File: src/verilog/sfm_pkg.sv
/*
 * Constants for the supply fault monitor: object indices, sub-indices,
 * limits, reset values and the millisecond tick derivation.
 * Assumes a single 40 MHz system clock.
 */
package sfm_pkg;
    // object indices of the configuration dictionary
    localparam logic [15:0] SFM_IDX_LOWER_LIMIT = 16'h2601;
    localparam logic [15:0] SFM_IDX_UPPER_LIMIT = 16'h2602;
    localparam logic [15:0] SFM_IDX_ENABLES     = 16'h2610;
    localparam logic [15:0] SFM_IDX_HYSTERESIS  = 16'h2611;
    localparam logic [15:0] SFM_IDX_DELAY       = 16'h2612;
    // sub-index numbers
    localparam logic [7:0]  SFM_SUB_COUNT  = 8'h00;
    localparam logic [7:0]  SFM_SUB_SUPPLY = 8'h01;
    localparam logic [7:0]  SFM_SUB_OUTPUT = 8'h02;
    localparam logic [7:0]  SFM_SUB_RPDO   = 8'h03;
    localparam logic [15:0] SFM_SUB_TOTAL  = 16'h0003;
    // fault channel numbers
    localparam int SFM_FAULTS   = 3;
    localparam int SFM_CH_SUPPLY = 0;
    localparam int SFM_CH_OUTPUT = 1;
    localparam int SFM_CH_RPDO   = 2;
    // supply limits in 0.1 V counts
    localparam logic [15:0] SFM_UPPER_MAX   = 16'h0258; // 600
    localparam logic [15:0] SFM_UPPER_RESET = 16'h012C; // 300
    localparam logic [15:0] SFM_LOWER_MIN   = 16'h003C; // 60
    localparam logic [15:0] SFM_LOWER_RESET = 16'h005A; // 90
    localparam logic [15:0] SFM_HYST_MIN    = 16'h0005; // 5
    localparam logic [15:0] SFM_HYST_MAX    = 16'h0032; // 50
    localparam logic [15:0] SFM_HYST_RESET  = 16'h000F; // 15
    localparam logic [15:0] SFM_ZERO16      = 16'h0000;
    // reaction delay in ms
    localparam logic [15:0] SFM_DELAY_MAX   = 16'hEA60; // 60000
    localparam logic [15:0] SFM_DELAY_RESET = 16'h03E8; // 1000
    localparam logic        SFM_ENABLE_RESET = 1'b1;
    // millisecond tick from the 40 MHz clock
    localparam int SFM_CLK_HZ    = 40000000;
    localparam int SFM_TICK_MS   = 1;
    localparam int SFM_TICK_CYCLES = SFM_CLK_HZ / 1000 * SFM_TICK_MS;
endpackage

File: src/verilog/sfm_fault_timer.sv
/*
 * One fault channel: qualifies a raw fault condition with the reaction
 * delay counted in millisecond ticks.
 * Assumes tick is a one-cycle pulse every millisecond.
 */
module sfm_fault_timer
    import sfm_pkg::*;
(
    input  wire logic        clk,
    input  wire logic        sys_rst,
    input  wire logic        tick,
    input  wire logic        cond,
    input  wire logic [15:0] delay_ms,
    output logic             active,
    output logic             recognised
);
    logic [15:0] count;
    logic [15:0] next_count;
    logic        next_active;

    // count whole ms while the condition holds, restart when it drops
    always_comb begin
        next_count  = count;
        next_active = active;
        if (!cond) begin
            next_count  = SFM_ZERO16;
            next_active = 1'b0;
        end else if (!active) begin
            if (count >= delay_ms) begin
                next_active = 1'b1;
            end else if (tick) begin
                next_count = count + 16'h0001;
            end
        end
    end

    // state registers
    always_ff @(posedge clk or posedge sys_rst) begin
        if (sys_rst) begin
            count  <= 16'h0000;
            active <= 1'b0;
        end else begin
            count  <= next_count;
            active <= next_active;
        end
    end

    assign recognised = cond & (count >= delay_ms) & !active; // one-cycle entry pulse
endmodule

File: src/verilog/sfm_supply_fault_monitor.sv
/*
 * Supply fault monitor: holds the fault configuration objects, decides the
 * supply over/under-voltage fault with hysteresis, qualifies all three
 * faults with reaction delays and emits emergency entry pulses.
 * Assumes object access arrives as single-cycle read/write strobes with
 * index and sub-index, and that the output and timeout faults are
 * detected elsewhere and given as levels.
 */

// Functional notes
// over upper limit raises positive overload
// upper limit counts in 0.1 V
// upper limit from lower to 600, reset 300
// three enables; disabled fault makes no entry
// enables boolean, reset enabled
// supply fault clears only past hysteresis
// hysteresis 5 to 50, reset 15
// other two hysteresis entries read zero
// recognise after continuous reaction delay
// delay 0 to 60000 ms, reset 1000
// under lower limit raises negative overload
// dropped condition restarts delay timer
module sfm_supply_fault_monitor
    import sfm_pkg::*;
#(
    parameter int TICK_CYCLES = SFM_TICK_CYCLES
)
(
    input  wire logic        clk,
    input  wire logic        sys_rst,
    input  wire logic [15:0] supply_meas,
    input  wire logic        output_fault_in,
    input  wire logic        rpdo_timeout_in,
    input  wire logic        obj_wr,
    input  wire logic        obj_rd,
    input  wire logic [15:0] obj_index,
    input  wire logic [7:0]  obj_sub,
    input  wire logic [15:0] obj_wdata,
    output logic [15:0]      obj_rdata,
    output logic             obj_ack,
    output logic             obj_err,
    output logic             over_fault,
    output logic             under_fault,
    output logic [2:0]       fault_active,
    output logic [2:0]       emcy_entry
);
    logic [15:0] upper_limit, next_upper_limit;
    logic [15:0] lower_limit, next_lower_limit;
    logic [15:0] hysteresis, next_hysteresis;
    logic [2:0]  enables, next_enables;
    logic [15:0] delay [SFM_FAULTS];
    logic [15:0] next_delay [SFM_FAULTS];
    logic [15:0] next_rdata;
    logic        next_ack, next_err;
    logic        next_over, next_under;
    logic [31:0] tick_cnt, next_tick_cnt;
    logic        tick;
    logic [2:0]  cond, recog, act;
    logic [16:0] upper_clear, lower_clear;
    logic        sub_ok;

    // millisecond enable divider
    always_comb begin
        tick = (tick_cnt == 32'(TICK_CYCLES - 1));
        next_tick_cnt = tick ? 32'h00000000 : tick_cnt + 32'h00000001;
    end

    // object dictionary write, with range checks and read mux
    always_comb begin
        next_upper_limit = upper_limit;
        next_lower_limit = lower_limit;
        next_hysteresis  = hysteresis;
        next_enables     = enables;
        next_delay       = delay;
        next_rdata       = obj_rdata;
        next_ack         = 1'b0;
        next_err         = 1'b0;
        sub_ok = (obj_sub >= SFM_SUB_SUPPLY) && (obj_sub <= SFM_SUB_RPDO);
        if (obj_wr) begin
            next_ack = 1'b1;
            case (obj_index)
                SFM_IDX_UPPER_LIMIT: begin
                    if (obj_sub == SFM_SUB_COUNT && obj_wdata >= lower_limit
                        && obj_wdata <= SFM_UPPER_MAX) begin
                        next_upper_limit = obj_wdata;
                    end else begin
                        next_err = 1'b1;
                    end
                end
                SFM_IDX_LOWER_LIMIT: begin
                    if (obj_sub == SFM_SUB_COUNT && obj_wdata >= SFM_LOWER_MIN
                        && obj_wdata <= upper_limit) begin
                        next_lower_limit = obj_wdata;
                    end else begin
                        next_err = 1'b1;
                    end
                end
                SFM_IDX_ENABLES: begin
                    if (sub_ok && obj_wdata <= 16'h0001) begin
                        next_enables[obj_sub[1:0] - 2'h1] = obj_wdata[0];
                    end else begin
                        next_err = 1'b1;
                    end
                end
                SFM_IDX_HYSTERESIS: begin
                    if (obj_sub == SFM_SUB_SUPPLY && obj_wdata >= SFM_HYST_MIN
                        && obj_wdata <= SFM_HYST_MAX) begin
                        next_hysteresis = obj_wdata;
                    end else begin
                        next_err = 1'b1;
                    end
                end
                SFM_IDX_DELAY: begin
                    if (sub_ok && obj_wdata <= SFM_DELAY_MAX) begin
                        next_delay[obj_sub[1:0] - 2'h1] = obj_wdata;
                    end else begin
                        next_err = 1'b1;
                    end
                end
                default: next_err = 1'b1;
            endcase
        end else if (obj_rd) begin
            next_ack   = 1'b1;
            next_rdata = SFM_ZERO16;
            case (obj_index)
                SFM_IDX_UPPER_LIMIT: begin
                    if (obj_sub == SFM_SUB_COUNT) next_rdata = upper_limit;
                    else next_err = 1'b1;
                end
                SFM_IDX_LOWER_LIMIT: begin
                    if (obj_sub == SFM_SUB_COUNT) next_rdata = lower_limit;
                    else next_err = 1'b1;
                end
                SFM_IDX_ENABLES, SFM_IDX_HYSTERESIS, SFM_IDX_DELAY: begin
                    if (obj_sub == SFM_SUB_COUNT) begin
                        next_rdata = SFM_SUB_TOTAL;
                    end else if (!sub_ok) begin
                        next_err = 1'b1;
                    end else if (obj_index == SFM_IDX_ENABLES) begin
                        next_rdata = {15'h0000, enables[obj_sub[1:0] - 2'h1]};
                    end else if (obj_index == SFM_IDX_HYSTERESIS) begin
                        next_rdata = (obj_sub == SFM_SUB_SUPPLY) ? hysteresis : SFM_ZERO16;
                    end else begin
                        next_rdata = delay[obj_sub[1:0] - 2'h1];
                    end
                end
                default: next_err = 1'b1;
            endcase
        end
    end

    // supply compare with hysteresis on release
    always_comb begin
        upper_clear = {1'b0, upper_limit} - {1'b0, hysteresis};
        lower_clear = {1'b0, lower_limit} + {1'b0, hysteresis};
        next_over  = over_fault;
        next_under = under_fault;
        if (supply_meas > upper_limit) begin
            next_over = 1'b1;
        end else if (over_fault && upper_clear[16] == 1'b0
                     && {1'b0, supply_meas} < upper_clear) begin
            next_over = 1'b0;
        end
        if (supply_meas < lower_limit) begin
            next_under = 1'b1;
        end else if (under_fault && {1'b0, supply_meas} > lower_clear) begin
            next_under = 1'b0;
        end
    end

    // configuration and fault registers
    always_ff @(posedge clk or posedge sys_rst) begin
        if (sys_rst) begin
            upper_limit <= SFM_UPPER_RESET;
            lower_limit <= SFM_LOWER_RESET;
            hysteresis  <= SFM_HYST_RESET;
            enables     <= {SFM_FAULTS{SFM_ENABLE_RESET}};
            for (int i = 0; i < SFM_FAULTS; i++) begin
                delay[i] <= SFM_DELAY_RESET;
            end
            obj_rdata   <= 16'h0000;
            obj_ack     <= 1'b0;
            obj_err     <= 1'b0;
            over_fault  <= 1'b0;
            under_fault <= 1'b0;
            tick_cnt    <= 32'h00000000;
        end else begin
            upper_limit <= next_upper_limit;
            lower_limit <= next_lower_limit;
            hysteresis  <= next_hysteresis;
            enables     <= next_enables;
            delay       <= next_delay;
            obj_rdata   <= next_rdata;
            obj_ack     <= next_ack;
            obj_err     <= next_err;
            over_fault  <= next_over;
            under_fault <= next_under;
            tick_cnt    <= next_tick_cnt;
        end
    end

    // raw conditions; hysteresis plays no part for the last two
    assign cond[SFM_CH_SUPPLY] = over_fault | under_fault;
    assign cond[SFM_CH_OUTPUT] = output_fault_in;
    assign cond[SFM_CH_RPDO]   = rpdo_timeout_in;

    // one reaction delay qualifier per fault
    generate
        for (genvar g = 0; g < SFM_FAULTS; g++) begin : g_fault
            sfm_fault_timer u_timer (
                .clk        (clk),
                .sys_rst    (sys_rst),
                .tick       (tick),
                .cond       (cond[g]),
                .delay_ms   (delay[g]),
                .active     (act[g]),
                .recognised (recog[g])
            );
        end
    endgenerate

    assign fault_active = act;
    assign emcy_entry   = recog & enables;
endmodule
File: config.mk
export PLATFORM = sky130hd
export DESIGN_NAME = sfm_supply_fault_monitor
export DESIGN_NICKNAME = d
export VERILOG_FILES = /design/src/verilog/sfm_pkg.sv /design/src/verilog/sfm_fault_timer.sv /design/src/verilog/sfm_supply_fault_monitor.sv
export SDC_FILE = /design/constraint.sdc
export NUM_CORES = 1
export LEC_CHECK = 0
export BUFFER_PORTS_ARGS = -buffer_cell sky130_fd_sc_hd__buf_2
export CORE_MARGIN = 2
export CORE_UTILIZATION = 44
export DETAILED_ROUTE_END_ITERATION = 6
export GPL_TIMING_DRIVEN = 0
export PLACE_DENSITY = 0.66
export SLEW_MARGIN = 20
export SYNTH_ARGS = -nofsm -noshare
export SYNTH_HDL_FRONTEND = slang
export SYNTH_SLANG_ARGS = --single-unit
File: constraint.sdc
create_clock -name clk -period 5.9 [get_ports clk]
set_input_delay 0.59 -clock clk [delete_from_list [all_inputs] [get_ports clk]]
set_output_delay 0.59 -clock clk [all_outputs]
set_load 0.03 [all_outputs]
==> results.json, run 1 <==
{
  "status": "complete, no violations",
  "synth_area_leader_cell": "dfrtp_1",
  "post_cts_buffers": 0,
  "cp_slowest_stage_delay_ns": 0.69,
  "htree_levels": 1,
  "slowest_stage": "o41ai_1",
  "antenna_found_initial": 1,
  "clk_latency_ns": 0.52,
  "rsz0062_at_grt": "false",
  "crit_arrival_ns": 4.75,
  "syn_area_mm2": 0.01476,
  "cp-startpoint": "lower_limit[0]$_DFFE_PP0P_",
  "clk_path_buf_depth": 3,
  "path_depth": 14,
  "cts_tree": "yes",
  "ys_seq_area_frac": 0.3453,
  "reg2reg_depth": 14,
  "numCtsBuffers": 23,
  "row_count": 67,
  "routedWlPerCell_um": 20.10,
  "vias_per_cell": 5.867,
  "cts_sinks": 202,
  "track_usage": 0.2425,
  "synth_cells": 1544,
  "slew_headroom": 0.3304,
  "diodes": 0,
  "grt_pass1_vias": 12140,
  "p_leak_nw": 7.639,
  "r2r-start": "lower_limit[0]$_DFFE_PP0P_",
  "synth-seq-cells": 202,
  "syn_avg_cell_area_um2": 9.557,
  "grt_max_degree": 34,
  "crit_top_cell": "ha_1",
  "hold_slack_ns": 0.1182,
  "crit_type": "flip-flop to flip-flop",
  "grt_overflow": 0,
  "fill_cells": 3133,
  "setup_violations": 0,
  "synth_nets": 1791,
  "finalSetupTns_ns": 0,
  "start_kind": "flip-flop",
  "clock.fmax_mhz": 229.9,
  "finalCritPeriodShare": 0.7371,
  "required_ns": 6.30,
  "layout_commonest_cell": "ha_1",
  "synthArstFlopShare": 1.000,
  "wl_um": 42720,
  "rrSetupSlack_ns": 1.55,
  "port_buffers": 84,
  "firstDrtPassIters": 7,
  "areaGrowthSynthToFinish_pct": 12.87,
  "drv_slew": 0,
  "netlist_top_cells_area": "dfrtp_1 (29%), ha_1 (16%), dfstp_2 (5.9%)",
  "io_pins": 88,
  "worstSetupEndpoint": "under_fault$_DFFE_PP0P_",
  "critPathBufInv": 0,
  "synth-warning-count": 0,
  "synth_top_flop_cell": "dfrtp_1",
  "cap_violations": 0,
  "crit_chain": "ha_1 > fa_1 > a21oi_1 > o211ai_1 > o41ai_1 > o2111ai_1 > a31oi_1 > xor2_1 > ha_1 > nand4_1 > nor4_1 > a2111oi_0 > o221ai_1 > o2bb2ai_1",
  "hold_path.class": "input port to asynchronous set/reset pin",
  "power_density_mw_per_mm2": 185.8,
  "finClkSkew_ns": 0.01247,
  "synth_top_area_frac": 0.2866,
  "hpwlAfterDp_um": 33570,
  "cts_root_buffer": "clkbuf_16",
  "path_max_fanout": 5,
  "worst_slew_pin_slew_ns": 0.9967,
  "ir_drop_mv": 0.2135,
  "synth.distinct_cells": 81,
  "period_needed_ns": 4.349,
  "dp.cells": 2083,
  "die_h_um": 187.1,
  "clk_pin_slew_worst_paths_ns": 0.07,
  "mostFrequentLayoutCells": "ha_1 (183), dfrtp_1 (169), inv_1 (126)",
  "hold_viol": 0,
  "final_antenna_net_count": 0,
  "vias": 12470,
  "post-route-cell-area_mm2": 0.01666,
  "core_mm2": 0.03328,
  "postCtsHoldBufs": 0,
  "initial_core_util": 0.4434,
  "gp_congestion": 0.9099,
  "dpl_cell_area_mm2": 0.01589,
  "crit_family": "compound AO/OA/AOI/OAI gates",
  "end_kind": "flip-flop",
  "route.detailed.drc": 0,
  "worstReg2RegEnd": "under_fault$_DFFE_PP0P_",
  "ctsResizeCount": 0,
  "grt_pass1_wl_um": 67390,
  "final_cells": 2125,
  "synth_edf_count": 0,
  "die_w_um": 187.1,
  "fin_nets": 1907,
  "drive_gt1_frac": 0.1532,
  "die_area_mm2": 0.03502,
  "first_iter_violations": 752
}
## stage by stage
stage | power, W | setup slack [ns] | util
after floorplan | 0.001552 | 2.294 | -
after global placement | 0.001647 | 1.348 | 0.4730
after detailed placement | 0.001664 | 1.624 | 0.4776
after CTS | 0.003111 | 1.599 | 0.5003
after global routing | 0.003199 | 1.262 | 0.5005
final | 0.003095 | 1.551 | 0.5005
## cell usage after synthesis (all sizes together) (10+ instances only)
master	n
a21oi	119
mux2i	26
mux2	83
o21ai	44
a2111oi	11
and3	15
nand2b	28
xor2	30
ha	183
or2	10
or4	14
nand4	32
or3	17
dfstp	33
a22oi	15
a21o	38
nor2	110
clkbuf	35
inv	128
nand2	85
nor4	17
xnor2	34
o22ai	17
a22o	13
dfrtp	169
nor3	26
and2	14
nor2b	15
nand3	47
o211ai	13
## worst min-delay path by stage
stage,slack (ns),startpoint,endpoint
6_report,0.12,sys_rst,g_fault[1].u_timer.count[2]$_DFFE_PP0P_
3_5_place_dp,0.47,obj_rdata[0]$_DFFE_PP0P_,obj_rdata[0]$_DFFE_PP0P_
5_1_grt,0.13,sys_rst,g_fault[1].u_timer.count[2]$_DFFE_PP0P_
2_1_floorplan,0.46,tick_cnt[4]$_DFF_PP0_,tick_cnt[4]$_DFF_PP0_
3_3_place_gp,0.47,obj_rdata[0]$_DFFE_PP0P_,obj_rdata[0]$_DFFE_PP0P_
4_1_cts,0.12,sys_rst,g_fault[1].u_timer.count[2]$_DFFE_PP0P_
## kinds of logic after synthesis
family | Yosys count | share of synthesized area
compound gates | 361 | 0.1641
mux | 109 | 0.08860
fa+ha+maj | 185 | 0.1579
flops | 202 | 0.3453
xor+xnor | 64 | 0.03799
simple gates | 449 | 0.1589
buf+inv | 174 | 0.04723
## worst register-to-register path, stage by stage, from the launching register on
cell and delay (ns):
dfrtp_1 0.47, ha_1 0.28, fa_1 0.42, a21oi_1 0.21, o211ai_1 0.17, o41ai_1 0.69, o2111ai_1 0.25, a31oi_1 0.31
xor2_1 0.20, ha_1 0.27, nand4_1 0.13, nor4_1 0.08, a2111oi_0 0.38, o221ai_1 0.20, o2bb2ai_1 0.17
## final cells by class
class	instances	area, µm²	share of cell area
clock buffer	29	628.1	0.03771
timing repair buffer	91	568.0	0.03410
multi-input combinational	1168	8974	0.5388
buffer	44	209.0	0.01255
sequential	202	5096	0.3060
inverter	130	491.7	0.02952
clock inverter	13	128.9	0.007737
tap	448	560.5	0.03365
## per-layer routing
| metal | up-vias | track usage | routed length (µm) |
|---|---|---|---|
| li1 | 5881 | - | - |
| met1 | 6065 | 0.3142 | 18200 |
| met2 | 420 | 0.4238 | 20690 |
| met3 | 102 | 0.02514 | 2183 |
| met4 | 0 | 0.07967 | 1644 |
| met5 | - | 0 | 0 |
## power by group
| part | internal, W | switching [W] |
|---|---|---|
| Clock | 0.000847 | 0.000608 |
| Sequential | 0.00139 | 0.00000354 |
| Combinational | 0.0000836 | 0.000164 |
## registers in the layout, indices dropped and copies added, names as in the netlist, 3 cells and up
| name | count |
|---|---|
| delay | 48 |
| enables | 3 |
| g_fault.u_timer.active | 3 |
| g_fault.u_timer.count | 48 |
| hysteresis | 16 |
| lower_limit | 16 |
| obj_rdata | 16 |
| tick_cnt | 32 |
| upper_limit | 16 |
Note: power is estimated with default switching activity, not from simulation.
==> run 2, diff against run 1 <==
--- a/config.mk
+++ b/config.mk
@@ -10,7 +10,7 @@
 export CORE_UTILIZATION = 44
 export DETAILED_ROUTE_END_ITERATION = 6
 export GPL_TIMING_DRIVEN = 0
-export PLACE_DENSITY = 0.66
+export PLACE_DENSITY = 0.64
 export SLEW_MARGIN = 20
 export SYNTH_ARGS = -nofsm -noshare
 export SYNTH_HDL_FRONTEND = slang
==> constraint.sdc (replaced) <==
create_clock -name clk -period 4.3 [get_ports clk]
set_input_delay 0.43 -clock clk [delete_from_list [all_inputs] [get_ports clk]]
set_output_delay 0.43 -clock clk [all_outputs]
set_load 0.03 [all_outputs]
==> results.json, run 2 (synthesis results as in run 1) <==
{
  "status": "complete, no violations",
  "diodes": 0,
  "grt_pass1_vias": 12340,
  "core_mm2": 0.03328,
  "final_cells": 2127,
  "ir_drop_mv": 0.2673,
  "power_density_mw_per_mm2": 261.7,
  "p_leak_nw": 7.708,
  "required_ns": 4.69,
  "cts_tree": "yes",
  "reg2reg_depth": 16,
  "htree_levels": 1,
  "fill_cells": 3126,
  "worst_slew_pin_slew_ns": 0.9732,
  "vias_per_cell": 5.796,
  "dp.cells": 2084,
  "hp-start": "output_fault_in",
  "mostFrequentLayoutCells": "ha_1 (183), dfrtp_1 (169), inv_1 (126)",
  "seqCellArea_mm2": 0.005096,
  "layout_commonest_cell": "ha_1",
  "hpwlAfterDp_um": 34130,
  "cap_violations": 0,
  "path_max_fanout": 4,
  "final_antenna_net_count": 0,
  "cts_root_buffer": "clkbuf_16",
  "clk_path_buf_depth": 3,
  "hold_path.class": "input port to flip-flop",
  "setup_violations": 0,
  "wl_um": 43290,
  "crit_arrival_ns": 4.47,
  "largest_registers": "delay x48, g_fault.u_timer.count x48, tick_cnt x32",
  "clk_latency_ns": 0.54,
  "min_path_cells": 3,
  "numCtsBuffers": 23,
  "cts_sinks": 202,
  "grt_overflow": 0,
  "routedWlPerCell_um": 20.35,
  "drv_slew": 0,
  "crit_type": "flip-flop to flip-flop",
  "antenna_found_initial": 0,
  "initial_core_util": 0.4434,
  "die_w_um": 187.1,
  "io_pins": 88,
  "vias": 12330,
  "post-route-cell-area_mm2": 0.01680,
  "first_iter_violations": 774,
  "period_needed_ns": 4.081,
  "finalCritPeriodShare": 0.9491,
  "fin_nets": 1909,
  "die_area_mm2": 0.03502,
  "finClkSkew_ns": 0.03002,
  "dpl_cell_area_mm2": 0.01594,
  "r2r-start": "upper_limit[0]$_DFFE_PP0P_",
  "drive_gt1_frac": 0.1560,
  "start_kind": "flip-flop",
  "route.detailed.drc": 0,
  "slew_headroom": 0.3462,
  "gp_congestion": 0.9261,
  "clock.fmax_mhz": 245.0,
  "clk_pin_slew_worst_paths_ns": 0.07,
  "row_count": 67,
  "grt_pass1_wl_um": 68410,
  "firstDrtPassIters": 5,
  "cp-startpoint": "upper_limit[0]$_DFFE_PP0P_",
  "finalSetupTns_ns": 0,
  "port_buffers": 84,
  "end_kind": "flip-flop",
  "track_usage": 0.2473,
  "areaGrowthSynthToFinish_pct": 13.88,
  "die_h_um": 187.1,
  "multi_input_area_mm2": 0.009007,
  "grt_max_degree": 29,
  "hold_viol": 0
}
==> run 2: cell types whose count changed in the layout (fill, tap and decap cells not counted), sizes merged <==
| cell | previous run | this run |
|---|---|---|
| buf | 100 | 101 |
| clkinv | 11 | 8 |
| clkbuf | 64 | 66 |
| inv | 129 | 128 |
| dlygate4sd3 | 0 | 1 |
| bufinv | 2 | 4 |
==> run 2: routing by layer <==
metal / GRT usage / vias up / part of all wire / wire [µm]
met4: 0.09493 / 0 / 0.043 / 1861
met5: 0 / - / 0 / 0
li1: - / 5895 / - / -
met1: 0.3137 / 5979 / 0.42 / 18230
met2: 0.4252 / 348 / 0.48 / 20940
met3: 0.03696 / 106 / 0.052 / 2263
==> run 2: area by class of cell <==
cell class | count | share of cell area
buffer | 44 | 0.01243
clock buffer | 31 | 0.03842
clock inverter | 11 | 0.01035
inverter | 130 | 0.02926
multi-input combinational | 1168 | 0.5360
sequential | 202 | 0.3033
tap | 448 | 0.03336
timing repair buffer | 93 | 0.03693
==> run 2: timing repair <==
action                                 in CTS  in global routing
setup endpoints to repair                   0                  2
resized for setup                           0                  6
endpoints found under the hold margin      14                  0
setup buffers                               0                  0
hold buffers                                1                  0
==> run 2: path summary, 6_finish.rpt <==
path	slack, ns	end
worst max register to register	0.22	over_fault$_DFFE_PP0P_
worst min register to register	0.49	tick_cnt[4]$_DFF_PP0_
max in group asynchronous	2.43	upper_limit[8]$_DFFE_PP1P_
min in group asynchronous	0.46	g_fault[1].u_timer.count[0]$_DFFE_PP0P_
worst min-delay path	0.20	g_fault[1].u_timer.count[12]$_DFFE_PP0P_
worst max-delay path	0.22	over_fault$_DFFE_PP0P_
==> run 2: worst max-delay path, cell delays in order, from the launching register on <==
cell and delay, ns:
dfrtp_1 0.48, inv_1 0.18, ha_1 0.18, inv_1 0.05, fa_1 0.42, a211oi_1 0.33, o21ai_0 0.23, a31oi_2 0.27
a21oi_1 0.17, xnor2_1 0.21, ha_1 0.27, nor2b_1 0.13, o21ai_0 0.21, o211ai_1 0.17, a311oi_2 0.32, o21a_1 0.19
o221ai_1 0.11
==> run 2: report_power, final <==
group / total (W) / switching [W] / internal [W]
sequential: 0.00191 / 0.00000498 / 0.00191
combinational: 0.000348 / 0.000228 / 0.000120
clock: 0.00214 / 0.000837 / 0.00130
total: 0.00440 / 0.00107 / 0.00333
==> run 2: stage by stage <==
step	hold slack, ns	utilization	setup WS, ns	total power, W
global route	0.1873	0.5049	-0.05336	0.004543
floorplan	0.4587	-	0.6944	0.002130
global placement	0.4798	0.4730	-0.1117	0.002263
CTS	0.1722	0.5038	0.05811	0.004426
finish	0.1952	0.5049	0.2189	0.004398
detailed placement	0.4784	0.4789	0.1048	0.002291
